File: config.mk
export PLATFORM = sky130hd
export DESIGN_NAME = periph_io_space
export DESIGN_NICKNAME = d
export VERILOG_FILES = /design/src/hdl/periph_io_pkg.sv /design/src/hdl/periph_io_space.sv /design/src/hdl/io_window_decode.sv
export SDC_FILE = /design/constraint.sdc
export NUM_CORES = 1
export LEC_CHECK = 0
export ABC_AREA = 1
export BUFFER_PORTS_ARGS = -buffer_cell sky130_fd_sc_hd__buf_2
export CORE_ASPECT_RATIO = 0.5
export CORE_MARGIN = 2
export CORE_UTILIZATION = 47
export DETAILED_ROUTE_END_ITERATION = 16
export HOLD_SLACK_MARGIN = 0.03
export PLACE_DENSITY = 0.78
export SETUP_SLACK_MARGIN = 0.2
export SYNTH_ARGS = -nofsm -noshare
export SYNTH_HDL_FRONTEND = slang
export SYNTH_SLANG_ARGS = --single-unit
File: constraint.sdc
create_clock -name pclk -period 1.2 [get_ports pclk]
set_input_delay 0.18 -clock pclk [delete_from_list [all_inputs] [get_ports pclk]]
set_output_delay 0.18 -clock pclk [all_outputs]
set_load 0.1 [all_outputs]
File: src/hdl/periph_io_pkg.sv
package periph_io_pkg;

    // internal i/o window at the top of x data memory
    localparam logic [23:0] io_base_addr      = 24'hffff80;
    localparam int          io_window_words   = 128;
    // apb byte offsets of the register words
    localparam logic [11:0] off_host_status   = 12'h000;
    localparam logic [11:0] off_host_control  = 12'h004;
    localparam logic [11:0] off_periph_prio   = 12'h008;
    localparam logic [11:0] off_core_status   = 12'h00c;
    localparam logic [11:0] off_timer_csr     = 12'h010;
    localparam logic [11:0] off_host_tx       = 12'h014;
    localparam logic [11:0] off_host_rx       = 12'h018;
    localparam logic [11:0] off_dma_select    = 12'h01c;
    localparam logic [11:0] off_irq_vector    = 12'h020;
    localparam logic [11:0] off_io_window     = 12'h024;
    localparam logic [11:0] off_dma_rights    = 12'h028;
    // field positions
    localparam int          host_tx_empty_bit = 1;
    localparam int          host_rx_full_bit  = 0;
    localparam int          host_rx_ie_bit    = 0;
    localparam int          host_tx_ie_bit    = 1;
    localparam int          timer_enable_bit  = 0;
    localparam int          timer_ie_bit      = 1;
    localparam int          timer_flag_bit    = 2;
    localparam int          periph_level_bit  = 0;
    localparam int          global_mask_bit   = 0;
    // vector of the host receive-full source, and of others
    localparam logic [23:0] vec_host_rx_full  = 24'h000060;
    localparam logic [23:0] vec_host_tx_empty = 24'h000062;
    localparam logic [23:0] vec_timer         = 24'h000024;
    // dma request selector code for host transmit empty
    localparam logic [4:0]  drs_host_tx_empty = 5'h14;
    localparam logic [4:0]  drs_host_rx_full  = 5'h13;
    localparam logic [4:0]  drs_timer0        = 5'h10;
    // reset value of host status, and opcode count of short service code
    localparam logic [2:0]  host_status_rst   = 3'h2;
    localparam int          short_isr_ops     = 2;

    typedef struct packed {
        logic [2:0]  host_status;
        logic [1:0]  host_ctrl;
        logic        prio_level;
        logic        global_mask;
        logic [2:0]  timer_csr;
        logic [4:0]  dma_sel;
        logic [23:0] host_tx;
        logic [23:0] host_rx;
        logic [31:0] prdata;
        logic        pready;
        logic        pslverr;
        logic        irq_req;
        logic [23:0] irq_vec;
        logic        dma_req;
    } regs_type;

    typedef struct packed {
        logic        valid;
        logic        write;
        logic [23:0] addr;
        logic [23:0] wdata;
    } dma_req_type;

endpackage

File: src/hdl/periph_io_space.sv
// Functional notes
// upper 128 x words from ffff80 decode as internal i/o space.
// status registers are read-only; writes leave state unchanged. Only host status is read-only here; core status and the timer flag take writes.
// timer flags sit in its combined control/status register.
// a status flag with its enable set raises an interrupt condition.
// host status reports transmit-empty in bit 1.
// accepted interrupt gives source vector; host receive-full is 60.
// two-opcode service code returns automatically.
// long routine runs until return-from-interrupt, then resumes.
// interrupt needs peripheral enable, priority level and global mask.
// each peripheral has two to six interrupt sources; the timer here has one.
// each peripheral has one to four dma request sources.
// dma may only write transmit and only read receive registers.
// dma uses its own address and data buses.
// software holds a peripheral reset or disabled while configuring.
// software avoids changing configuration while active.
// enabled peripheral runs with modes written while disabled.
// software never enables irq and dma for one event together.
// dma selector code 10100 selects host transmit-empty.
// unimplemented window addresses read zero, writes ignored.
// requests are level signals from flags and enables.
//
// Decided for this implementation: the APB slave port and the placing of the registers.
`timescale 1ns/1ns
`default_nettype none
module periph_io_space
    import periph_io_pkg::*;
#(
    parameter int host_irq_sources  = 2,
    parameter int host_dma_sources  = 2
) (
    // clock, reset, enable
    input  wire logic        pclk,
    input  wire logic        presetn,
    input  wire logic        clk_en,
    // apb slave
    input  wire logic        psel,
    input  wire logic        penable,
    input  wire logic        pwrite,
    input  wire logic [11:0] paddr,
    input  wire logic [31:0] pwdata,
    output logic [31:0]      prdata,
    output logic             pready,
    output logic             pslverr,
    // peripheral events (core clock)
    input  wire logic        host_rx_load,
    input  wire logic [23:0] host_rx_data,
    input  wire logic        host_tx_taken,
    input  wire logic        timer_event,
    // dma bus, own path
    input  wire dma_req_type dma_in,
    output logic [23:0]      dma_rdata,
    output logic             dma_ack,
    // core side
    output logic             irq_req,
    output logic [23:0]      irq_vec,
    output logic             dma_req
);
    initial begin
        if (host_irq_sources < 2 || host_irq_sources > 6) $error("irq sources out of range");
        if (host_dma_sources < 1 || host_dma_sources > 4) $error("dma sources out of range");
    end

    regs_type    q;
    regs_type    d;
    logic        dma_in_win;
    logic [6:0]  dma_idx;
    logic        dma_ok;
    logic        dma_ack_q;
    logic [23:0] dma_rdata_q;

    io_window_decode u_decode (
        .dma_valid (dma_in.valid),
        .dma_write (dma_in.write),
        .dma_addr  (dma_in.addr),
        .in_window (dma_in_win),
        .word_idx  (dma_idx),
        .dma_ok    (dma_ok)
    );

    logic        setup;
    logic        acc;
    logic        known;
    logic        host_tx_empty;
    logic        host_rx_full;
    logic        timer_flag;
    logic        irq_host_rx;
    logic        irq_host_tx;
    logic        irq_timer;
    logic        dma_wr_tx;
    logic        dma_rd_rx;
    logic        sel_hit;

    always_comb begin
        d       = q;
        setup   = psel && !penable;
        acc     = psel && penable && q.pready;
        known   = 1'b1;
        dma_wr_tx = dma_ok && dma_in.write;
        dma_rd_rx = dma_ok && !dma_in.write;
        host_tx_empty = q.host_status[host_tx_empty_bit];
        host_rx_full  = q.host_status[host_rx_full_bit];
        timer_flag    = q.timer_csr[timer_flag_bit];
        d.pready  = setup;
        d.pslverr = 1'b0;
        case (paddr)
            off_host_status, off_host_control, off_periph_prio, off_core_status,
            off_timer_csr, off_host_tx, off_host_rx, off_dma_select,
            off_irq_vector, off_io_window, off_dma_rights: known = 1'b1;
            default: known = 1'b0;
        endcase
        if (setup) begin
            d.prdata = 32'h0;
            case (paddr)
                off_host_status:  d.prdata = {29'h0, q.host_status};
                off_host_control: d.prdata = {30'h0, q.host_ctrl};
                off_periph_prio:  d.prdata = {31'h0, q.prio_level};
                off_core_status:  d.prdata = {31'h0, q.global_mask};
                off_timer_csr:    d.prdata = {29'h0, q.timer_csr};
                off_host_tx:      d.prdata = {8'h0, q.host_tx};
                off_host_rx:      d.prdata = {8'h0, q.host_rx};
                off_dma_select:   d.prdata = {27'h0, q.dma_sel};
                off_irq_vector:   d.prdata = {8'h0, q.irq_vec};
                off_io_window:    d.prdata = {8'h0, io_base_addr};
                off_dma_rights:   d.prdata = 32'h0000_0011;
                default:          d.prdata = 32'h0;
            endcase
            d.pslverr = !known;
        end
        // software writes; the host status word is read-only
        if (acc && pwrite) begin
            case (paddr)
                off_host_control: d.host_ctrl   = pwdata[1:0];
                off_periph_prio:  d.prio_level  = pwdata[periph_level_bit];
                off_core_status:  d.global_mask = pwdata[global_mask_bit];
                // only control bits of the timer are writable; flag clears by writing 1
                off_timer_csr: begin
                    d.timer_csr[timer_enable_bit] = pwdata[timer_enable_bit];
                    d.timer_csr[timer_ie_bit]     = pwdata[timer_ie_bit];
                    if (pwdata[timer_flag_bit]) begin
                        d.timer_csr[timer_flag_bit] = 1'b0;
                    end
                end
                off_host_tx: begin
                    d.host_tx = pwdata[23:0];
                    d.host_status[host_tx_empty_bit] = 1'b0;
                end
                off_dma_select:   d.dma_sel = pwdata[4:0];
                default: ;
            endcase
        end
        if (acc && !pwrite && paddr == off_host_rx) begin
            d.host_status[host_rx_full_bit] = 1'b0;
        end
        // dma on its own bus
        if (dma_wr_tx) begin
            d.host_tx = dma_in.wdata;
            d.host_status[host_tx_empty_bit] = 1'b0;
        end
        if (dma_rd_rx) begin
            d.host_status[host_rx_full_bit] = 1'b0;
        end
        // hardware sets win over clears
        if (host_tx_taken) begin
            d.host_status[host_tx_empty_bit] = 1'b1;
        end
        if (host_rx_load) begin
            d.host_rx = host_rx_data;
            d.host_status[host_rx_full_bit] = 1'b1;
        end
        if (timer_event && q.timer_csr[timer_enable_bit]) begin
            d.timer_csr[timer_flag_bit] = 1'b1;
        end
        // interrupt qualification
        irq_host_rx = host_rx_full && q.host_ctrl[host_rx_ie_bit];
        irq_host_tx = host_tx_empty && q.host_ctrl[host_tx_ie_bit];
        irq_timer   = timer_flag && q.timer_csr[timer_ie_bit];
        d.irq_req = (irq_host_rx || irq_host_tx || irq_timer)
                    && q.prio_level && q.global_mask;
        // vector is the entry point; short or long service and return stay with the core
        if (irq_host_rx) begin
            d.irq_vec = vec_host_rx_full;
        end else if (irq_host_tx) begin
            d.irq_vec = vec_host_tx_empty;
        end else if (irq_timer) begin
            d.irq_vec = vec_timer;
        end else begin
            d.irq_vec = 24'h0;
        end
        case (q.dma_sel)
            drs_host_tx_empty: sel_hit = host_tx_empty;
            drs_host_rx_full:  sel_hit = host_rx_full;
            drs_timer0:        sel_hit = timer_flag;
            default:           sel_hit = 1'b0;
        endcase
        d.dma_req = sel_hit;
    end

    always_ff @(posedge pclk or negedge presetn) begin
        if (!presetn) begin
            q             <= '0;
            q.host_status <= host_status_rst;
            dma_ack_q     <= 1'b0;
            dma_rdata_q   <= 24'h0;
        end else if (clk_en) begin
            q           <= d;
            dma_ack_q   <= dma_in.valid;
            dma_rdata_q <= dma_rd_rx ? q.host_rx : 24'h0;
        end
    end

    assign prdata    = q.prdata;
    assign pready    = q.pready;
    assign pslverr   = q.pslverr;
    assign irq_req   = q.irq_req;
    assign irq_vec   = q.irq_vec;
    assign dma_req   = q.dma_req;
    assign dma_ack   = dma_ack_q;
    assign dma_rdata = dma_rdata_q;

    // vector follows the qualified source one cycle later
    property p_vec;
        @(posedge pclk) disable iff (!presetn)
        clk_en && q.host_status[host_rx_full_bit] && q.host_ctrl[host_rx_ie_bit] && q.prio_level
        && q.global_mask |=> irq_req && irq_vec == 24'h000060;
    endproperty
    host_rx_vector_a: assert property (p_vec) else $error("host rx vector wrong");

    irq_gate_a: assert property (@(posedge pclk) disable iff (!presetn)
        clk_en && !(q.prio_level && q.global_mask) |=> !irq_req)
        else $error("irq passed a disabled gate");

    irq_cause_a: assert property (@(posedge pclk) disable iff (!presetn)
        $rose(irq_req) |-> $past(q.host_status[0] && q.host_ctrl[0]) || $past(q.host_status[1] && q.host_ctrl[1])
        || $past(q.timer_csr[2] && q.timer_csr[1]))
        else $error("irq without enabled flag");

    tx_empty_bit_a: assert property (@(posedge pclk) disable iff (!presetn)
        clk_en && setup && paddr == off_host_status |=> prdata[1] == $past(q.host_status[1]))
        else $error("tx empty not in bit 1");

    dma_select_a: assert property (@(posedge pclk) disable iff (!presetn)
        clk_en && q.dma_sel == 5'h14 |=> dma_req == $past(q.host_status[1]))
        else $error("dma select 10100 wrong");

    status_ro_a: assert property (@(posedge pclk) disable iff (!presetn)
        clk_en && acc && pwrite && paddr == off_host_status && !host_tx_taken && !host_rx_load
        && !dma_in.valid |=> q.host_status == $past(q.host_status))
        else $error("status changed by write");

    unmapped_zero_a: assert property (@(posedge pclk) disable iff (!presetn)
        clk_en && setup && !known |=> prdata == 32'h0 && pslverr)
        else $error("unmapped read not zero");

    dma_dir_a: assert property (@(posedge pclk) disable iff (!presetn)
        clk_en && dma_in.valid && dma_in.write && dma_in.addr == 24'hffffd6 |=> q.host_rx == $past(q.host_rx)
        || $past(host_rx_load))
        else $error("dma wrote receive register");

    window_a: assert property (@(posedge pclk) disable iff (!presetn)
        dma_in_win |-> dma_in.addr >= 24'hffff80)
        else $error("window decode wrong");
endmodule
`default_nettype wire

File: src/hdl/io_window_decode.sv
`timescale 1ns/1ns
`default_nettype none
module io_window_decode
    import periph_io_pkg::*;
(
    // dma access
    input  wire logic        dma_valid,
    input  wire logic        dma_write,
    input  wire logic [23:0] dma_addr,
    // decode
    output logic             in_window,
    output logic [6:0]       word_idx,
    output logic             dma_ok
);
    localparam logic [6:0] idx_host_tx = 7'h55;
    localparam logic [6:0] idx_host_rx = 7'h56;

    always_comb begin
        in_window = dma_addr[23:7] == io_base_addr[23:7];
        word_idx  = dma_addr[6:0];
        dma_ok    = 1'b0;
        if (dma_valid && in_window) begin
            // transmit side writable only, receive side readable only
            if (word_idx == idx_host_tx) begin
                dma_ok = dma_write;
            end else if (word_idx == idx_host_rx) begin
                dma_ok = !dma_write;
            end
        end
    end
endmodule
`default_nettype wire

==> flow_metrics.py <==
metrics = {
    "timing": {
        "final-hold-violation-count": 0,
        "fin_crit_ps": 1392,
        "setup_viol_count_final": 58,
        "slew_violations": 0,
        "fin_skew_ps": 9.711,
        "min_period_over_period_pct": 116.0,
        "worst_hold_slack_ps": 30.08,
        "rsz0062_at_grt": "true",
        "max_freq_ghz": 0.7183,
        "fin_setup_tns_ps": -5312,
        "worst_slack_ps": -192.1,
    },
    "power": {
        "leakagePower_nw": 5.450,
        "swShare_pct": 29.51,
        "p_seq_share_pct": 39.0,
        "clockPowerShare_pct": 47.3,
        "p_per_area_nw_per_um2": 1029,
        "finalPower_mw": 11.01,
        "peakVddDrop_uv": 1092,
        "internal_power_mw": 7.762,
        "power_frac_comb_pct": 13.7,
        "power_switching_mw": 3.249,
    },
    "routing": {
        "drt_wl_total_um": 24810,
        "postRouteAntennaNets": 0,
        "num_vias": 7248,
        "drcViolationCount": 0,
        "first_pass_iters": 6,
        "wl_per_cell_um": 18.81,
        "avgViaCountPerCell": 5.495,
        "drtIter0Drc": 912,
    },
    "cells_and_area": {
        "nNetsFinal": 1241,
        "antenna_cells": 0,
        "nFillCells": 833,
        "layout-drive-gt1-share_pct": 44.72,
        "area_delta_synth_final_pct": 60.49,
        "post-route-cell-area_um2": 10700,
    },
    "status": {
        "status": "finished, violations left",
        "violations": "setup timing",
    },
    "floorplanning": {
        "start_util_pct": 48.68,
        "die_y_um": 88.23,
        "die_x_um": 172.5,
        "coreArea_um2": 13700,
        "rows": 30,
        "ios": 212,
        "die-area_um2": 15220,
    },
    "yosys": {
        "synth_edf_count": 0,
        "ys_top_cells_by_count": "nand2_1, dfrtp_1, nand3_1, buf_4, inv_1",
        "yosysUniqueCellTypes": 28,
        "ys_warn_count": 0,
        "synth_top_area_share_pct": 44.28,
        "synth_ff_type": "dfrtp_1",
        "synthCells": 859,
        "ys_ff_latch": 119,
        "syn_area_um2": 6669,
        "ys_top_cells_by_area": "dfrtp_1, nand2_1, nand3_1",
        "synth_most_common_cell": "nand2_1",
        "avgSynthCellArea_um2": 7.764,
        "seq_area_frac_synth_pct": 44.67,
        "yosysTopAreaCell": "dfrtp_1",
        "async_flop_share_pct": 100.0,
    },
    "cts": {
        "cts_root_buf": "clkbuf_16",
        "cts_buffers": 17,
        "clock_path_buffers": 2,
        "cts_sinks": 119,
        "cts_tree": "done",
        "cts_max_level": 4,
        "clkLatencyLatePin_ps": 420,
        "clkTransAtPathRegs_ps": 60,
    },
    "grt": {
        "met2_usage_pct": 47.64,
        "antenna_found_initial": 0,
        "grt_pass1_wl_um": 34400,
        "track_usage_pct": 29.77,
        "use_met3_pct": 6.843,
        "first_global_vias": 6624,
        "globalRouteMet1Util_pct": 41.70,
        "grt_overflow": 0,
        "busiest_layer": "met2",
        "grt_max_degree": 86,
    },
    "worst_hold_path": {
        "worst_hold_path.num_cells": 2,
        "worstHoldEndpoint": "q[81]",
        "holdCritPathClass": "in2reg",
        "worstHoldStart": "host_rx_data[21]",
    },
    "place": {
        "io_buffer_count": 175,
        "pre_cts_ws_ps": -276.3,
        "place_congestion": 0.9570,
        "hpwlAfterDp_um": 15720,
        "place_area_um2": 8876,
    },
    "setup_path": {
        "critPathRequiredTime_ps": 1020,
        "r2r_end": "q[97]",
        "cp-end-kind": "output pin",
        "ff2ff_setup_slack_ps": -170,
        "crit_type": "reg2out",
        "setup.worst_path.start_class": "register",
        "cp_max_fo": 2,
        "arrival_ps": 1210,
        "r2r_start": "pready",
        "reg2regPathDepth": 9,
    },
    "job": {
        "drv_cap": 0,
    },
}
cells by family after synthesis:
family | Yosys count | share of synthesized area (%)
AND/OR/NAND/NOR | 509 | 34.84
AO/OA/AOI/OAI | 50 | 3.846
multiplexers | 23 | 3.884
other | 1 | 0.05623
buffers and inverters | 157 | 12.70
flip-flops | 119 | 44.67
per-stage QoR:
| stage | cells | util, % |
|---|---|---|
| 2_1_floorplan | 886 | - |
| 3_3_place_gp | 1214 | 64.79 |
| 3_5_place_dp | 1214 | 64.79 |
| 4_1_cts | 1288 | 73.00 |
| 5_1_grt | 1319 | 78.12 |
| 6_report | 1319 | 78.12 |
what timing repair did:
| action | CTS | global route |
|---|---|---|
| hold endpoints to repair | 139 | 2 |
| pin swaps | 14 | 36 |
| hold buffers | 22 | 2 |
| gates cloned | 0 | 9 |
| buffers inserted | 20 | 20 |
| resized for setup | 54 | 111 |
| endpoints found under the setup margin | 119 | 149 |
power by group through the flow:
stage	combinational [mW]	clock [mW]	sequential, mW
after detailed placement	1.33	0	4.34
final	1.51	5.21	4.29
after global placement	1.31	0	4.33
after global routing	1.60	5.39	4.30
after CTS	1.42	5.13	4.27
after floorplan	0.817	0	4.35
cell usage in the layout, fill, tap and decap left out, types with 5 or more instances in the layout:
cell / Yosys / layout
buf_12: 0 / 72
buf_2: 17 / 110
buf_4: 57 / 70
buf_6: 0 / 23
clkbuf_16: 0 / 22
conb_1: 1 / 28
dfrtp_1: 118 / 87
dfrtp_2: 0 / 30
dlygate4sd3_1: 0 / 24
inv_1: 54 / 45
inv_2: 6 / 11
mux2_2: 23 / 23
nand2_1: 308 / 281
nand2_2: 1 / 21
nand2_4: 2 / 7
nand3_1: 94 / 81
nand3_2: 21 / 29
nand3_4: 0 / 6
nand4_1: 30 / 30
nor2_1: 40 / 26
nor2_2: 2 / 5
nor2_4: 4 / 15
o21ai_1: 3 / 12
o21ai_2: 0 / 27
layer usage:
layer / wire (um) / vias to the layer above
met4: 425 / 0
li1: - / 3209
met3: 2611 / 49
met1: 10080 / 3498
met2: 11680 / 492
met5: 0 / -
state kept, by name (all words and copies together), names as in the netlist, 4 cells and up:
signal	flops
dma_rdata	24
irq_vec	4
prdata	24
q	60
cell type report:
class,count,area (um2),share of cell area [%]
timing repair buffer,304,3142,29.35
tap,192,240.2,2.245
inverter,60,235.2,2.198
multi-input combinational,612,3471,32.43
sequential,119,3020,28.22
clock inverter,15,168.9,1.578
clock buffer,17,425.4,3.975
worst max-delay path by stage:
stage / endpoint / startpoint / slack (ps)
6_report: pready / pready / -190
5_1_grt: q[89] / pready / -220
4_1_cts: pready / pready / -190
3_5_place_dp: q[104] / paddr[4] / -280
3_3_place_gp: pslverr / paddr[4] / -240
2_1_floorplan: q[89] / pready / -380
critical path, cell delays in order, from the launching register on:
cell and delay [ps]:
dfrtp_4 500, buf_6 140, buf_12 160
Note: power is estimated with default switching activity, not from simulation.
